**src/ecrb_pkg.sv**
```systemverilog
package ecrb_pkg;
   // =====================================================
   // Page numbers and shadow offsets
   localparam logic [3:0] PAGE_CUST     = 4'h0;
   localparam logic [3:0] PAGE_FRONT    = 4'h2;
   localparam logic [3:0] PAGE_DYN      = 4'h3;
   localparam int         NUM_REGS      = 15;
   localparam logic [3:0] OFS_CALIB_AXIS   = 4'h6;
   localparam logic [3:0] OFS_SER_POLE     = 4'h7;
   localparam logic [3:0] OFS_PWM_INDEX    = 4'h8;
   localparam logic [3:0] OFS_PSEL_INC_HI  = 4'h9;
   localparam logic [3:0] OFS_INC_LO       = 4'ha;
   localparam logic [3:0] OFS_HYST_DIR_ABS = 4'hb;
   localparam logic [3:0] OFS_ZERO_HI      = 4'hc;
   localparam logic [3:0] OFS_ZERO_MID     = 4'hd;
   localparam logic [3:0] OFS_ZERO_LO      = 4'he;
   localparam logic [3:0] OFS_DYN_OFFSET   = 4'h1;
   localparam logic [3:0] OFS_DYN_GAIN     = 4'h2;
   localparam logic [3:0] OFS_DYN_PHASE    = 4'h3;
   localparam logic [3:0] OFS_STAB_OFFSET  = 4'h5;
   localparam logic [3:0] OFS_FILTER_SEL   = 4'h8;
   localparam logic [3:0] OFS_MOTION       = 4'hc;
   localparam logic [3:0] OFS_COMP_MID     = 4'hd;
   localparam logic [3:0] OFS_COMP_LO      = 4'he;
   // =====================================================
   // Field positions
   localparam int BIT_ENABLE   = 7;
   localparam int BIT_DIR      = 4;
   // =====================================================
   // Decode limits
   localparam logic [5:0] POLE_MAX     = 6'h20;
   localparam logic [2:0] PWM_MAX_CODE = 3'h4;
   localparam logic [4:0] PWM_MIN_BITS = 5'h0a;
   localparam logic [4:0] PWM_MAX_BITS = 5'h0e;
   localparam logic [4:0] ABS_MAX_BITS = 5'h12;
   localparam logic [3:0] ABS_MAX_CODE = 4'h8;
   localparam logic [4:0] ABS_MIN_BITS = 5'h08;
   localparam logic [14:0] INC_LIMIT   = 15'h4e20;
   localparam logic [15:0] GAIN_UNITY  = 16'h4000;
   localparam logic [2:0]  AXIS_ON     = 3'h0;
   localparam logic [2:0]  AXIS_RADIAL = 3'h5;
   localparam logic [2:0]  AXIS_AXIAL  = 3'h6;
   localparam logic [2:0]  AXIS_SIDE   = 3'h7;
   // =====================================================
   // Power-up defaults, one byte per offset
   localparam logic [7:0] CUST_RST [NUM_REGS] = '{
      8'h00, 8'h00, 8'h00, 8'h00, 8'h00, 8'h00, 8'h00, 8'h03,
      8'h00, 8'h04, 8'h00, 8'h80, 8'h00, 8'h00, 8'h00};
   localparam logic [7:0] FRONT_RST [NUM_REGS] = '{
      8'h00, 8'h00, 8'h00, 8'h00, 8'h00, 8'h00, 8'h00, 8'h00,
      8'h00, 8'h0e, 8'h00, 8'h00, 8'h00, 8'h00, 8'h00};
   localparam logic [7:0] DYN_RST [NUM_REGS] = '{
      8'h08, 8'h80, 8'h80, 8'h00, 8'h55, 8'h1f, 8'h1f, 8'h1f,
      8'h0b, 8'h53, 8'h16, 8'h03, 8'h5f, 8'h8c, 8'h5c};
   // =====================================================
   typedef enum logic [3:0] {
      ECRB_AXIS_ON = 4'b0001, ECRB_AXIS_RADIAL = 4'b0010,
      ECRB_AXIS_AXIAL = 4'b0100, ECRB_AXIS_SIDE = 4'b1000
   } ecrb_axis_e;
   typedef struct packed {
      logic        ext_cal_enable;
      logic [3:0]  axis_onehot;
      logic [3:0]  hall_select;
      logic        hall_valid;
      logic [1:0]  four_wire_frame_format;
      logic        commutation_outputs_on;
      logic [5:0]  pole_pairs;
      logic        pwm_fixed_clock;
      logic [4:0]  pwm_bits;
      logic [1:0]  index_width;
      logic [1:0]  index_state_ab;
      logic        protocol_second;
      logic [14:0] inc_resolution;
      logic        inc_enable;
      logic        inc_over_limit;
      logic [2:0]  inc_hyst_code;
      logic        count_ccw;
      logic [4:0]  abs_bits;
      logic [17:0] zero_offset;
   } ecrb_cust_s;
   typedef struct packed {
      logic [15:0] sine_gain;
      logic [15:0] cosine_gain;
      logic [15:0] sine_offset;
      logic [15:0] cosine_offset;
      logic [15:0] cosine_phase;
      logic        dyn_offset_en;
      logic        dyn_gain_en;
      logic        dyn_phase_en;
      logic [1:0]  phase_measure;
      logic [1:0]  phase_hyst;
      logic [5:0]  stab_start_state;
      logic [2:0]  stab_frozen;
      logic        dynamic_filter;
      logic [3:0]  filter_tc_code;
      logic [18:0] filter_comp;
   } ecrb_anlg_s;
endpackage

```
**src/ecrb_register_bank.sv**
```systemverilog
`timescale 1ns/1ps
`default_nettype none
module ecrb_register_bank
   import ecrb_pkg::*;
(
   input  wire logic              ref_clk,
   input  wire logic              rst_b,
   input  wire logic [3:0]        page_sel,
   input  wire logic              wr_en,
   input  wire logic              rd_en,
   input  wire logic [3:0]        reg_addr,
   input  wire logic [7:0]        wr_data,
   input  wire logic              calibration_trigger_pin,
   output logic      [7:0]        rd_data,
   output logic                   rd_valid,
   output logic                   calibration_start,
   output ecrb_pkg::ecrb_cust_s   cust_cfg,
   output ecrb_pkg::ecrb_anlg_s   anlg_cfg
);
   import ecrb_pkg::*;

   // =====================================================
   // Shadow storage for the three decoded pages
   logic [7:0] cust_q  [NUM_REGS];
   logic [7:0] front_q [NUM_REGS];
   logic [7:0] dyn_q   [NUM_REGS];
   logic       pin_meta_q;
   logic       pin_sync_q;
   logic       pin_prev_q;

   // Page steers which bank a write lands
   wire        sel_cust  = (page_sel == PAGE_CUST);
   wire        sel_front = (page_sel == PAGE_FRONT);
   wire        sel_dyn   = (page_sel == PAGE_DYN);
   wire        addr_ok   = (reg_addr < 4'(NUM_REGS));

   genvar gi;
   generate
      for (gi = 0; gi < NUM_REGS; gi++) begin : g_reg
         wire hit = wr_en && (reg_addr == 4'(gi));
         // Byte stored as written, even invalid codes
         always_ff @(posedge ref_clk or negedge rst_b) begin
            if (!rst_b) begin
               cust_q[gi]  <= CUST_RST[gi];
               front_q[gi] <= FRONT_RST[gi];
               dyn_q[gi]   <= DYN_RST[gi];
            end else begin
               if (hit && sel_cust)
                  cust_q[gi] <= wr_data;
               if (hit && sel_front)
                  front_q[gi] <= wr_data;
               if (hit && sel_dyn)
                  dyn_q[gi] <= wr_data;
            end
         end
      end
   endgenerate

   // =====================================================
   // Readback; other pages and 0x0f read as zero
   wire [7:0] rd_mux =
      !addr_ok  ? 8'h00 :
      sel_cust  ? cust_q[reg_addr] :
      sel_front ? front_q[reg_addr] :
      sel_dyn   ? dyn_q[reg_addr] : 8'h00;

   always_ff @(posedge ref_clk or negedge rst_b) begin
      if (!rst_b) begin
         rd_data  <= 8'h00;
         rd_valid <= 1'b0;
      end else begin
         rd_valid <= rd_en;
         if (rd_en)
            rd_data <= rd_mux;
      end
   end

   // =====================================================
   // Calibration pin: synchronised, then edge gated by enable
   always_ff @(posedge ref_clk or negedge rst_b) begin
      if (!rst_b) begin
         pin_meta_q        <= 1'b0;
         pin_sync_q        <= 1'b0;
         pin_prev_q        <= 1'b0;
         calibration_start <= 1'b0;
      end else begin
         pin_meta_q        <= calibration_trigger_pin;
         pin_sync_q        <= pin_meta_q;
         pin_prev_q        <= pin_sync_q;
         calibration_start <= pin_sync_q && !pin_prev_q &&
                              cust_q[OFS_CALIB_AXIS][BIT_ENABLE];
      end
   end

   // =====================================================
   // Customer page decode
   wire [7:0]  r6 = cust_q[OFS_CALIB_AXIS];
   wire [7:0]  r7 = cust_q[OFS_SER_POLE];
   wire [7:0]  r8 = cust_q[OFS_PWM_INDEX];
   wire [7:0]  r9 = cust_q[OFS_PSEL_INC_HI];
   wire [7:0]  rb = cust_q[OFS_HYST_DIR_ABS];
   wire [2:0]  axis_code = r6[6:4];
   wire [3:0]  hall      = r6[3:0];
   wire [5:0]  poles     = r7[5:0];
   wire [14:0] inc_res   = {r9[6:0], cust_q[OFS_INC_LO]};
   wire [3:0]  abs_code  = rb[3:0];

   ecrb_axis_e axis_d;
   always_comb begin
      case (axis_code)
         AXIS_ON:     axis_d = ECRB_AXIS_ON;
         AXIS_RADIAL: axis_d = ECRB_AXIS_RADIAL;
         AXIS_AXIAL:  axis_d = ECRB_AXIS_AXIAL;
         AXIS_SIDE:   axis_d = ECRB_AXIS_SIDE;
         default:     axis_d = ECRB_AXIS_ON;
      endcase
   end

   wire        hall_ok = (hall == 4'h8) || (hall == 4'h4) ||
                         (hall == 4'h2) || (hall == 4'h1);
   wire [5:0]  pole_d  = (poles > POLE_MAX) ? POLE_MAX : poles;
   wire [4:0]  pwm_d   = (r8[6:4] > PWM_MAX_CODE) ? PWM_MAX_BITS :
                         PWM_MIN_BITS + {2'h0, r8[6:4]};
   // Code 1000 gives 10 bits; beyond that the floor is 8
   wire [4:0]  abs_d   = (abs_code > ABS_MAX_CODE) ? ABS_MIN_BITS :
                         ABS_MAX_BITS - {1'b0, abs_code};
   // Quadrature state for index: 00,01,11,10 in gray order
   wire [1:0]  idx_ab  = {r8[1], r8[1] ^ r8[0]};

   ecrb_cust_s cust_d;
   always_comb begin
      cust_d                        = '0;
      cust_d.ext_cal_enable         = r6[BIT_ENABLE];
      cust_d.axis_onehot            = axis_d;
      cust_d.hall_select            = hall;
      // Selector only means something off-axis
      cust_d.hall_valid             = hall_ok && (axis_d != ECRB_AXIS_ON);
      cust_d.four_wire_frame_format = r7[7:6];
      cust_d.commutation_outputs_on = (poles != 6'h00);
      cust_d.pole_pairs             = pole_d;
      cust_d.pwm_fixed_clock        = r8[7];
      cust_d.pwm_bits               = pwm_d;
      cust_d.index_width            = r8[3:2];
      cust_d.index_state_ab         = idx_ab;
      cust_d.protocol_second        = r9[BIT_ENABLE];
      cust_d.inc_resolution         = inc_res;
      cust_d.inc_enable             = (inc_res != 15'h0000);
      cust_d.inc_over_limit         = (inc_res > INC_LIMIT);
      cust_d.inc_hyst_code          = rb[7:5];
      cust_d.count_ccw              = rb[BIT_DIR];
      cust_d.abs_bits               = abs_d;
      cust_d.zero_offset            = {cust_q[OFS_ZERO_HI],
                                       cust_q[OFS_ZERO_MID],
                                       cust_q[OFS_ZERO_LO][7:6]};
   end

   // =====================================================
   // Front-end and dynamic page decode
   wire [15:0] sg_raw = {front_q[0], front_q[1]};
   wire [15:0] cg_raw = {front_q[2], front_q[3]};
   // Zero gain is an exception meaning unity, not mute
   wire [15:0] sg_d   = (sg_raw == 16'h0000) ? GAIN_UNITY : sg_raw;
   wire [15:0] cg_d   = (cg_raw == 16'h0000) ? GAIN_UNITY : cg_raw;
   wire [7:0]  d5     = dyn_q[OFS_STAB_OFFSET];
   wire [7:0]  d6     = dyn_q[OFS_STAB_OFFSET + 4'h1];
   wire [7:0]  d7     = dyn_q[OFS_STAB_OFFSET + 4'h2];
   wire [3:0]  flt    = dyn_q[OFS_FILTER_SEL][7:4];

   ecrb_anlg_s anlg_d;
   always_comb begin
      anlg_d                  = '0;
      anlg_d.sine_gain        = sg_d;
      anlg_d.cosine_gain      = cg_d;
      anlg_d.sine_offset      = {front_q[4], front_q[5]};
      anlg_d.cosine_offset    = {front_q[6], front_q[7]};
      anlg_d.cosine_phase     = {front_q[12], front_q[13]};
      anlg_d.dyn_offset_en    = dyn_q[OFS_DYN_OFFSET][BIT_ENABLE];
      anlg_d.dyn_gain_en      = dyn_q[OFS_DYN_GAIN][BIT_ENABLE];
      anlg_d.dyn_phase_en     = dyn_q[OFS_DYN_PHASE][BIT_ENABLE];
      anlg_d.phase_measure    = dyn_q[OFS_DYN_GAIN][1:0];
      anlg_d.phase_hyst       = dyn_q[OFS_DYN_PHASE][1:0];
      // Start states: offset, gain, phase from low to high
      anlg_d.stab_start_state = {d7[1:0], d6[1:0], d5[1:0]};
      anlg_d.stab_frozen      = {d7[3:2] == 2'h0, d6[3:2] == 2'h0,
                                 d5[3:2] == 2'h0};
      anlg_d.dynamic_filter   = (flt == 4'h0);
      anlg_d.filter_tc_code   = flt;
      anlg_d.filter_comp      = {dyn_q[OFS_MOTION][2:0],
                                 dyn_q[OFS_COMP_MID],
                                 dyn_q[OFS_COMP_LO]};
   end

   // =====================================================
   // Registered outputs; one cycle after a write
   always_ff @(posedge ref_clk or negedge rst_b) begin
      if (!rst_b) begin
         cust_cfg <= '0;
         anlg_cfg <= '0;
      end else begin
         cust_cfg <= cust_d;
         anlg_cfg <= anlg_d;
      end
   end
endmodule
`default_nettype wire

```
**config.mk**
```make
export PLATFORM = sky130hd
export DESIGN_NAME = ecrb_register_bank
export DESIGN_NICKNAME = d
export VERILOG_FILES = /design/src/ecrb_pkg.sv /design/src/ecrb_register_bank.sv
export SDC_FILE = /design/constraint.sdc
export NUM_CORES = 1
export LEC_CHECK = 0
export BUFFER_PORTS_ARGS = -buffer_cell sky130_fd_sc_hd__clkbuf_2
export CORE_AREA = 2 2 186 233
export DETAILED_ROUTE_END_ITERATION = 12
export DIE_AREA = 0 0 188 235
export HOLD_SLACK_MARGIN = 0.08
export PLACE_DENSITY_LB_ADDON = 0.08
export SLEW_MARGIN = 20
export SYNTH_ARGS = -nofsm -noshare
export SYNTH_HDL_FRONTEND = slang
export SYNTH_SLANG_ARGS = --single-unit
```
**constraint.sdc**
```tcl
create_clock -name ref_clk -period 3.8 [get_ports ref_clk]
set_input_delay 0.76 -clock ref_clk [delete_from_list [all_inputs] [get_ports ref_clk]]
set_output_delay 0.76 -clock ref_clk [all_outputs]
set_load 0.05 [all_outputs]
```
---- Word level (Yosys, flattened, before mapping) ----
Index checks and enable logic that the tools add are counted.
W data, S select, Z words.
cells by class
  add/sub/neg operators ................... 2
  order comparisons ....................... 6
  reductions and logical operators ........ 77
  equality and inequality tests ........... 24
  bitwise gates (word level) .............. 2
  muxes and demuxes ....................... 19
operators by type and width
  kind                    number
  $bmux W8 S4             3
  $mux W8                 10
  $logic_and A1 B1 Y1     63
  $eq A4 B4 Y1 const B    8
  $logic_not A16 Y1       2
  $mux W16                2
  $eq A4 B2 Y1 const B    5
  $eq A4 B3 Y1 const B    5
  $gt A15 B15 Y1 const B  1
  $reduce_bool A15 Y1     1
  $logic_not A4 Y1        3
  $pmux W4 S3             1
  $mux W5                 2
  $eq A3 B3 Y1 const B    3
  $eq A4 B1 Y1 const B    2
  $gt A6 B6 Y1 const B    1
  $logic_not A2 Y1        3
  $mux W6                 1
  $reduce_bool A6 Y1      1
  $add A4 B3 Y5 const A   1
  $ge A5 B5 Y1 const B    1
  $not A4 Y5              1
  $sub A5 B4 Y5 const A   1
  $gt A4 B4 Y1 const B    1
  6 further kinds         8
word-level totals
  flip-flop bits (word level) ............. 567

---- Logic depth before layout (Yosys ltp) ----
  word-level depth ........................ 8
  gate-level depth with buffers ........... 9

---- Worst setup path before layout ----
OpenSTA, ideal clock, no wires.
  path kind ............................... input-to-reg
  from .................................... input reg_addr[0]
  to ...................................... register rd_data[1]
  required time ........................... 3.674 ns
  path slack .............................. 1.424 ns
  data arrival time ....................... 2.249 ns
  cell stages on the path ................. 6
  cells stage by stage .................... buf_6 buf_12 mux4_1 mux4_2 a32oi_1 o21ai_1
on the way
  longest elaborated chain between the ends .. 8
  elaborated cells on any way between the ends .. 15
  classes of those cells .................. 1 x order compare; 13 x mux; 1 x bitwise
RTL lines
  element                                      line                                                                          RTL
  start: declaration                           ecrb_register_bank.sv:11                                                      input wire logic [3:0] reg_addr,
  $not A4 Y5 (not written as such)             ecrb_register_bank.sv:63, ecrb_register_bank.sv:64, ecrb_register_bank.sv:65
  $bmux W8 S4                                  ecrb_register_bank.sv:65                                                      sel_dyn ? dyn_q[reg_addr] : 8'h00;
  $mux W8 (not written as such) (2 in series)  ecrb_register_bank.sv:65
  $mux W8                                      ecrb_register_bank.sv:65
  $mux W8                                      ecrb_register_bank.sv:64                                                      sel_front ? front_q[reg_addr] :
  $mux W8                                      ecrb_register_bank.sv:63                                                      sel_cust ? cust_q[reg_addr] :
  $mux W8 (*)                                  ecrb_register_bank.sv:62                                                      !addr_ok ? 8'h00 :
  end signal: assignment                       ecrb_register_bank.sv:74                                                      rd_data <= rd_mux;
  end: declaration                             ecrb_register_bank.sv:14                                                      output logic [7:0] rd_data,
Mark *: on every way between the ends. The rest lies on a longest branch, timed or not. The select of a mux whose other input is x is not followed.
A chain may end at the register's enable or synchronous reset.

---- Worst setup path after layout ----
  from .................................... input reg_addr[0]
  to ...................................... register rd_data[2]
The elaborated chain is that of the path after synthesis.

==> run summary <==
• 53 — cts bufs inserted
• in -> async — class of the worst hold path
• finished, final reports clean — outcome
• 0.397 GHz — FMAX
• 0 — number of nets still failing antenna checks after routing
• 66.4% — final worst path period share
• 1.13 ns — Worst-Margin Slew
• 3 — maximum clock path buffer count
• reg_addr[0] — start point of the critical path
• 3 — initial antenna violation count
• 54.4% — initial standard-cell utilization of the core
• 44200 µm² — total die area
• yes — CTS tree
• in -> reg — Setup CP Type
• 2.52 ns — Final min period
• 13400 — vias after detailed routing
• primary input — critical path launch point type
• 235 µm — die height
• 517 nW/µm² — total power per unit cell area
• 0 — count of buffers added by post-CTS timing repair for setup
• 4.30 ns — endpoint required time on the critical path
• 1477 — synthesized instance count
• 224 — count of buffers from port buffering
• 225 — IO Pins
• 0 — post-detailed-route DRC marker count
• 0 — Maximum Capacitance Violations
• flip-flop — category of the worst setup path capture point
• 0 — number of synthesized flops with an enable pin
• 0 — Resized cells post-CTS
• front_q[109]$_DFFE_PN0P_ — startpoint of the worst-slack reg-to-reg timing path
• no — unrepaired setup endpoints after global routing
• 0 — overflow left after global routing
• 0 ns — setup_tns
• 0.54 ns — Largest stage delay, worst path
• 0 — yosys warns
• 567 — # clock sinks
• 13800 — vias in the first global route
• compound AO/OA/AOI/OAI gates — critical path's top delay family
• 1501 — Post-Synthesis Net Count
• 0 — post-cts hold buffer count
• 1058 — DR iter-0 viols
• 0 — Final Hold Vio Count
• 2 — maximum level of the CTS H-tree
• 74 — Netlist cell types
• dfrtp_1 — predominant post-synthesis flop cell
• 41900 µm² — area of the core
• 39.9 mm — half-perimeter wire length after detailed placement
• 84 — number of placement rows
• 0.000447 V — worst voltage drop across the vdd grid
• 59.4 mm — wire length after detailed routing
• 123 — largest net degree at the start of global routing
• 2279 — number of cells in the finished layout apart from fillers
• 49.7% — ratio of cells with drive above 1 in the final layout
• dfrtp_1 — library cell with the largest summed area after synthesis
• clkbuf_16 — cell at the root of the clock tree
• 90.6 mm — global-route wire length before repair
• 0 — final-report max-slew violation count
• 0.07 ns — Clock Pin Slew Worst Setup and Hold Paths
• 15.5 µm² — average size of a mapped cell
• 0.0136 W — post-layout power
• 0.59 ns — Clock Latency Late Sink
• 0.0208 ns — post-route clock skew
• dfrtp_1 — leading cell type by number of instances after synthesis
• 13.1 nW — static leakage
• 62.5% — portion of the post-synthesis area used by sequential elements
• 24.9% — headroom to the max-slew limit
• 5.86 — mean number of vias per cell
• 2179 — number of cells in the design after placement
• 567 — count of state elements after synthesis
• 188 µm — width of the die
• buf_4, nor2b_1, buf_4, a2bb2oi_1, a211oi_1, a21oi_1, a32oi_1 — cell breakdown of the critical path
• 1.28 ns — worst setup slack after layout
• 22800 µm² — Cell Area, Synth
• 25 — largest driver fanout on the critical path
• 0.704 ns — worst-case setup slack after placement
• 5 — total iterations of the first detailed-routing run
• 1699 — Net count, final
• 27.4% — all-layer global routing usage
• 0 — Setup violations, final
• 26.1 µm — Routed WL per cell
• 62.8% — final cell utilization of the core
• 15.4% — synth-to-layout area growth
• 3207 — number of filler instances in the final layout
• a211oi_1 — slowest cell on the critical path
• dfrtp_1 (56%), mux2_2 (18%), dfstp_2 (6.2%), mux4_2 (5.4%), mux2i_1 (2.1%) — biggest area contributors in the synthesized netlist
• buf_4 — CP dominant cell by count
• 56.2% — proportion of netlist area held by the largest area contributor
• 100% — post-synthesis async set-or-reset flop share
• 3.02 ns — Arrival @ worst endpoint
• dfrtp_1 (513), mux2_2 (364), clkbuf_1 (79) — top cells by instance count after synthesis
• 0.932 — routability congestion estimate from global placement
• 2 — buffers plus inverters on the worst setup path
## registers in the layout, summed over array words and instances, names as in the netlist
register and count:
d6 8, calibration_start 1, anlg_cfg 120, cust_cfg 74, rb 8, d5 8, pin_prev_q 1, r8 8
r9 8, cust_q 54, cust_d 26, front_q 56, r7 8, rd_valid 1, anlg_d 78, dyn_q 66
rd_data 8, pin_sync_q 1, d7 8, pin_meta_q 1, cg_raw 16, r6 8
## stage by stage
stage	area [µm²]	hold slack, ns
3_5_place_dp	24500	0.336
3_3_place_gp	24400	0.334
4_1_cts	26300	0.113
6_report	26300	0.113
2_1_floorplan	22800	0.331
5_1_grt	26300	0.134
## report_power, final
group,switching [W],leakage [nW],internal (W)
registers,0.000195,7.56,0.00636
clock network,0.00230,0.927,0.00338
logic,0.000958,4.57,0.000416
## layout make-up
type / count / area (µm²) / share of cell area, %
inverters: 5 / 18.8 / 0.0712
multi-input cells: 788 / 7990 / 30.3
flip-flops and latches: 567 / 14300 / 54.1
repair buffers: 260 / 1500 / 5.69
clock buffers: 70 / 1490 / 5.67
diodes: 1 / 2.50 / 0.00950
clock inverters: 29 / 389 / 1.48
well taps: 559 / 699 / 2.65
## worst register-to-register path: cells and delay by family, from the launching register on
kind / cells / cell delay (ns)
AND/OR/NAND/NOR: 2 / 0.63
flip-flops: 1 / 0.48
multiplexers: 2 / 0.67
AO/OA/AOI/OAI: 1 / 0.21
## routing by layer
layer  vias up  wire, µm  track usage, %
li1       5743         -               -
met1      7033     24900            38.0
met2       465     29100            44.0
met3       118      3180            4.45
met4         4      2160            9.88
met5         -        22               0
## placed cells by master (no fill, tap or decap), types with 4 or more instances in the layout
cell type / n
nor2_1: 37
o211ai_1: 8
nor2_2: 13
buf_12: 7
clkbuf_1: 9
mux2_2: 364
o32ai_1: 6
nand2_1: 58
dfstp_2: 54
nand3_1: 4
clkinv_2: 14
buf_4: 31
nand2b_1: 5
nor3_1: 10
clkbuf_2: 218
nand3b_1: 4
mux2i_1: 47
o21ai_0: 20
mux2_1: 4
mux4_2: 55
nor2_4: 11
bufinv_16: 9
a211oi_1: 12
a21oi_1: 11
or4_1: 4
a2bb2oi_1: 10
inv_1: 5
clkbuf_16: 55
clkbuf_8: 6
dfrtp_1: 513
nor2b_1: 15
and3_1: 7
mux4_1: 6
nor4_1: 10
a211o_1: 5
## kinds of logic after synthesis
| logic type | synth area share [%] |
|---|---|
| AO/OA/AOI/OAI | 3.45 |
| XOR/XNOR | 0.115 |
| adder cells (fa/ha/maj) | 0.164 |
| buffers and inverters | 2.57 |
| flip-flops | 62.5 |
| multiplexers | 26.3 |
| AND/OR/NAND/NOR | 4.90 |
## final timing paths
check,to,slack (ns),cells after the start
min reg2reg,pin_sync_q$_DFF_PN0_,0.35,0
min,cust_cfg[46]$_DFF_PN0_,0.11,1
max,rd_data[2]$_DFFE_PN0P_,1.28,7
max reg2reg,rd_data[5]$_DFFE_PN0P_,1.71,5
min in group ref_clk,pin_meta_q$_DFF_PN0_,0.28,1
max in group asynchronous,anlg_cfg[28]$_DFF_PN0_,2.70,2
Note: power is estimated with default switching activity, not from simulation.
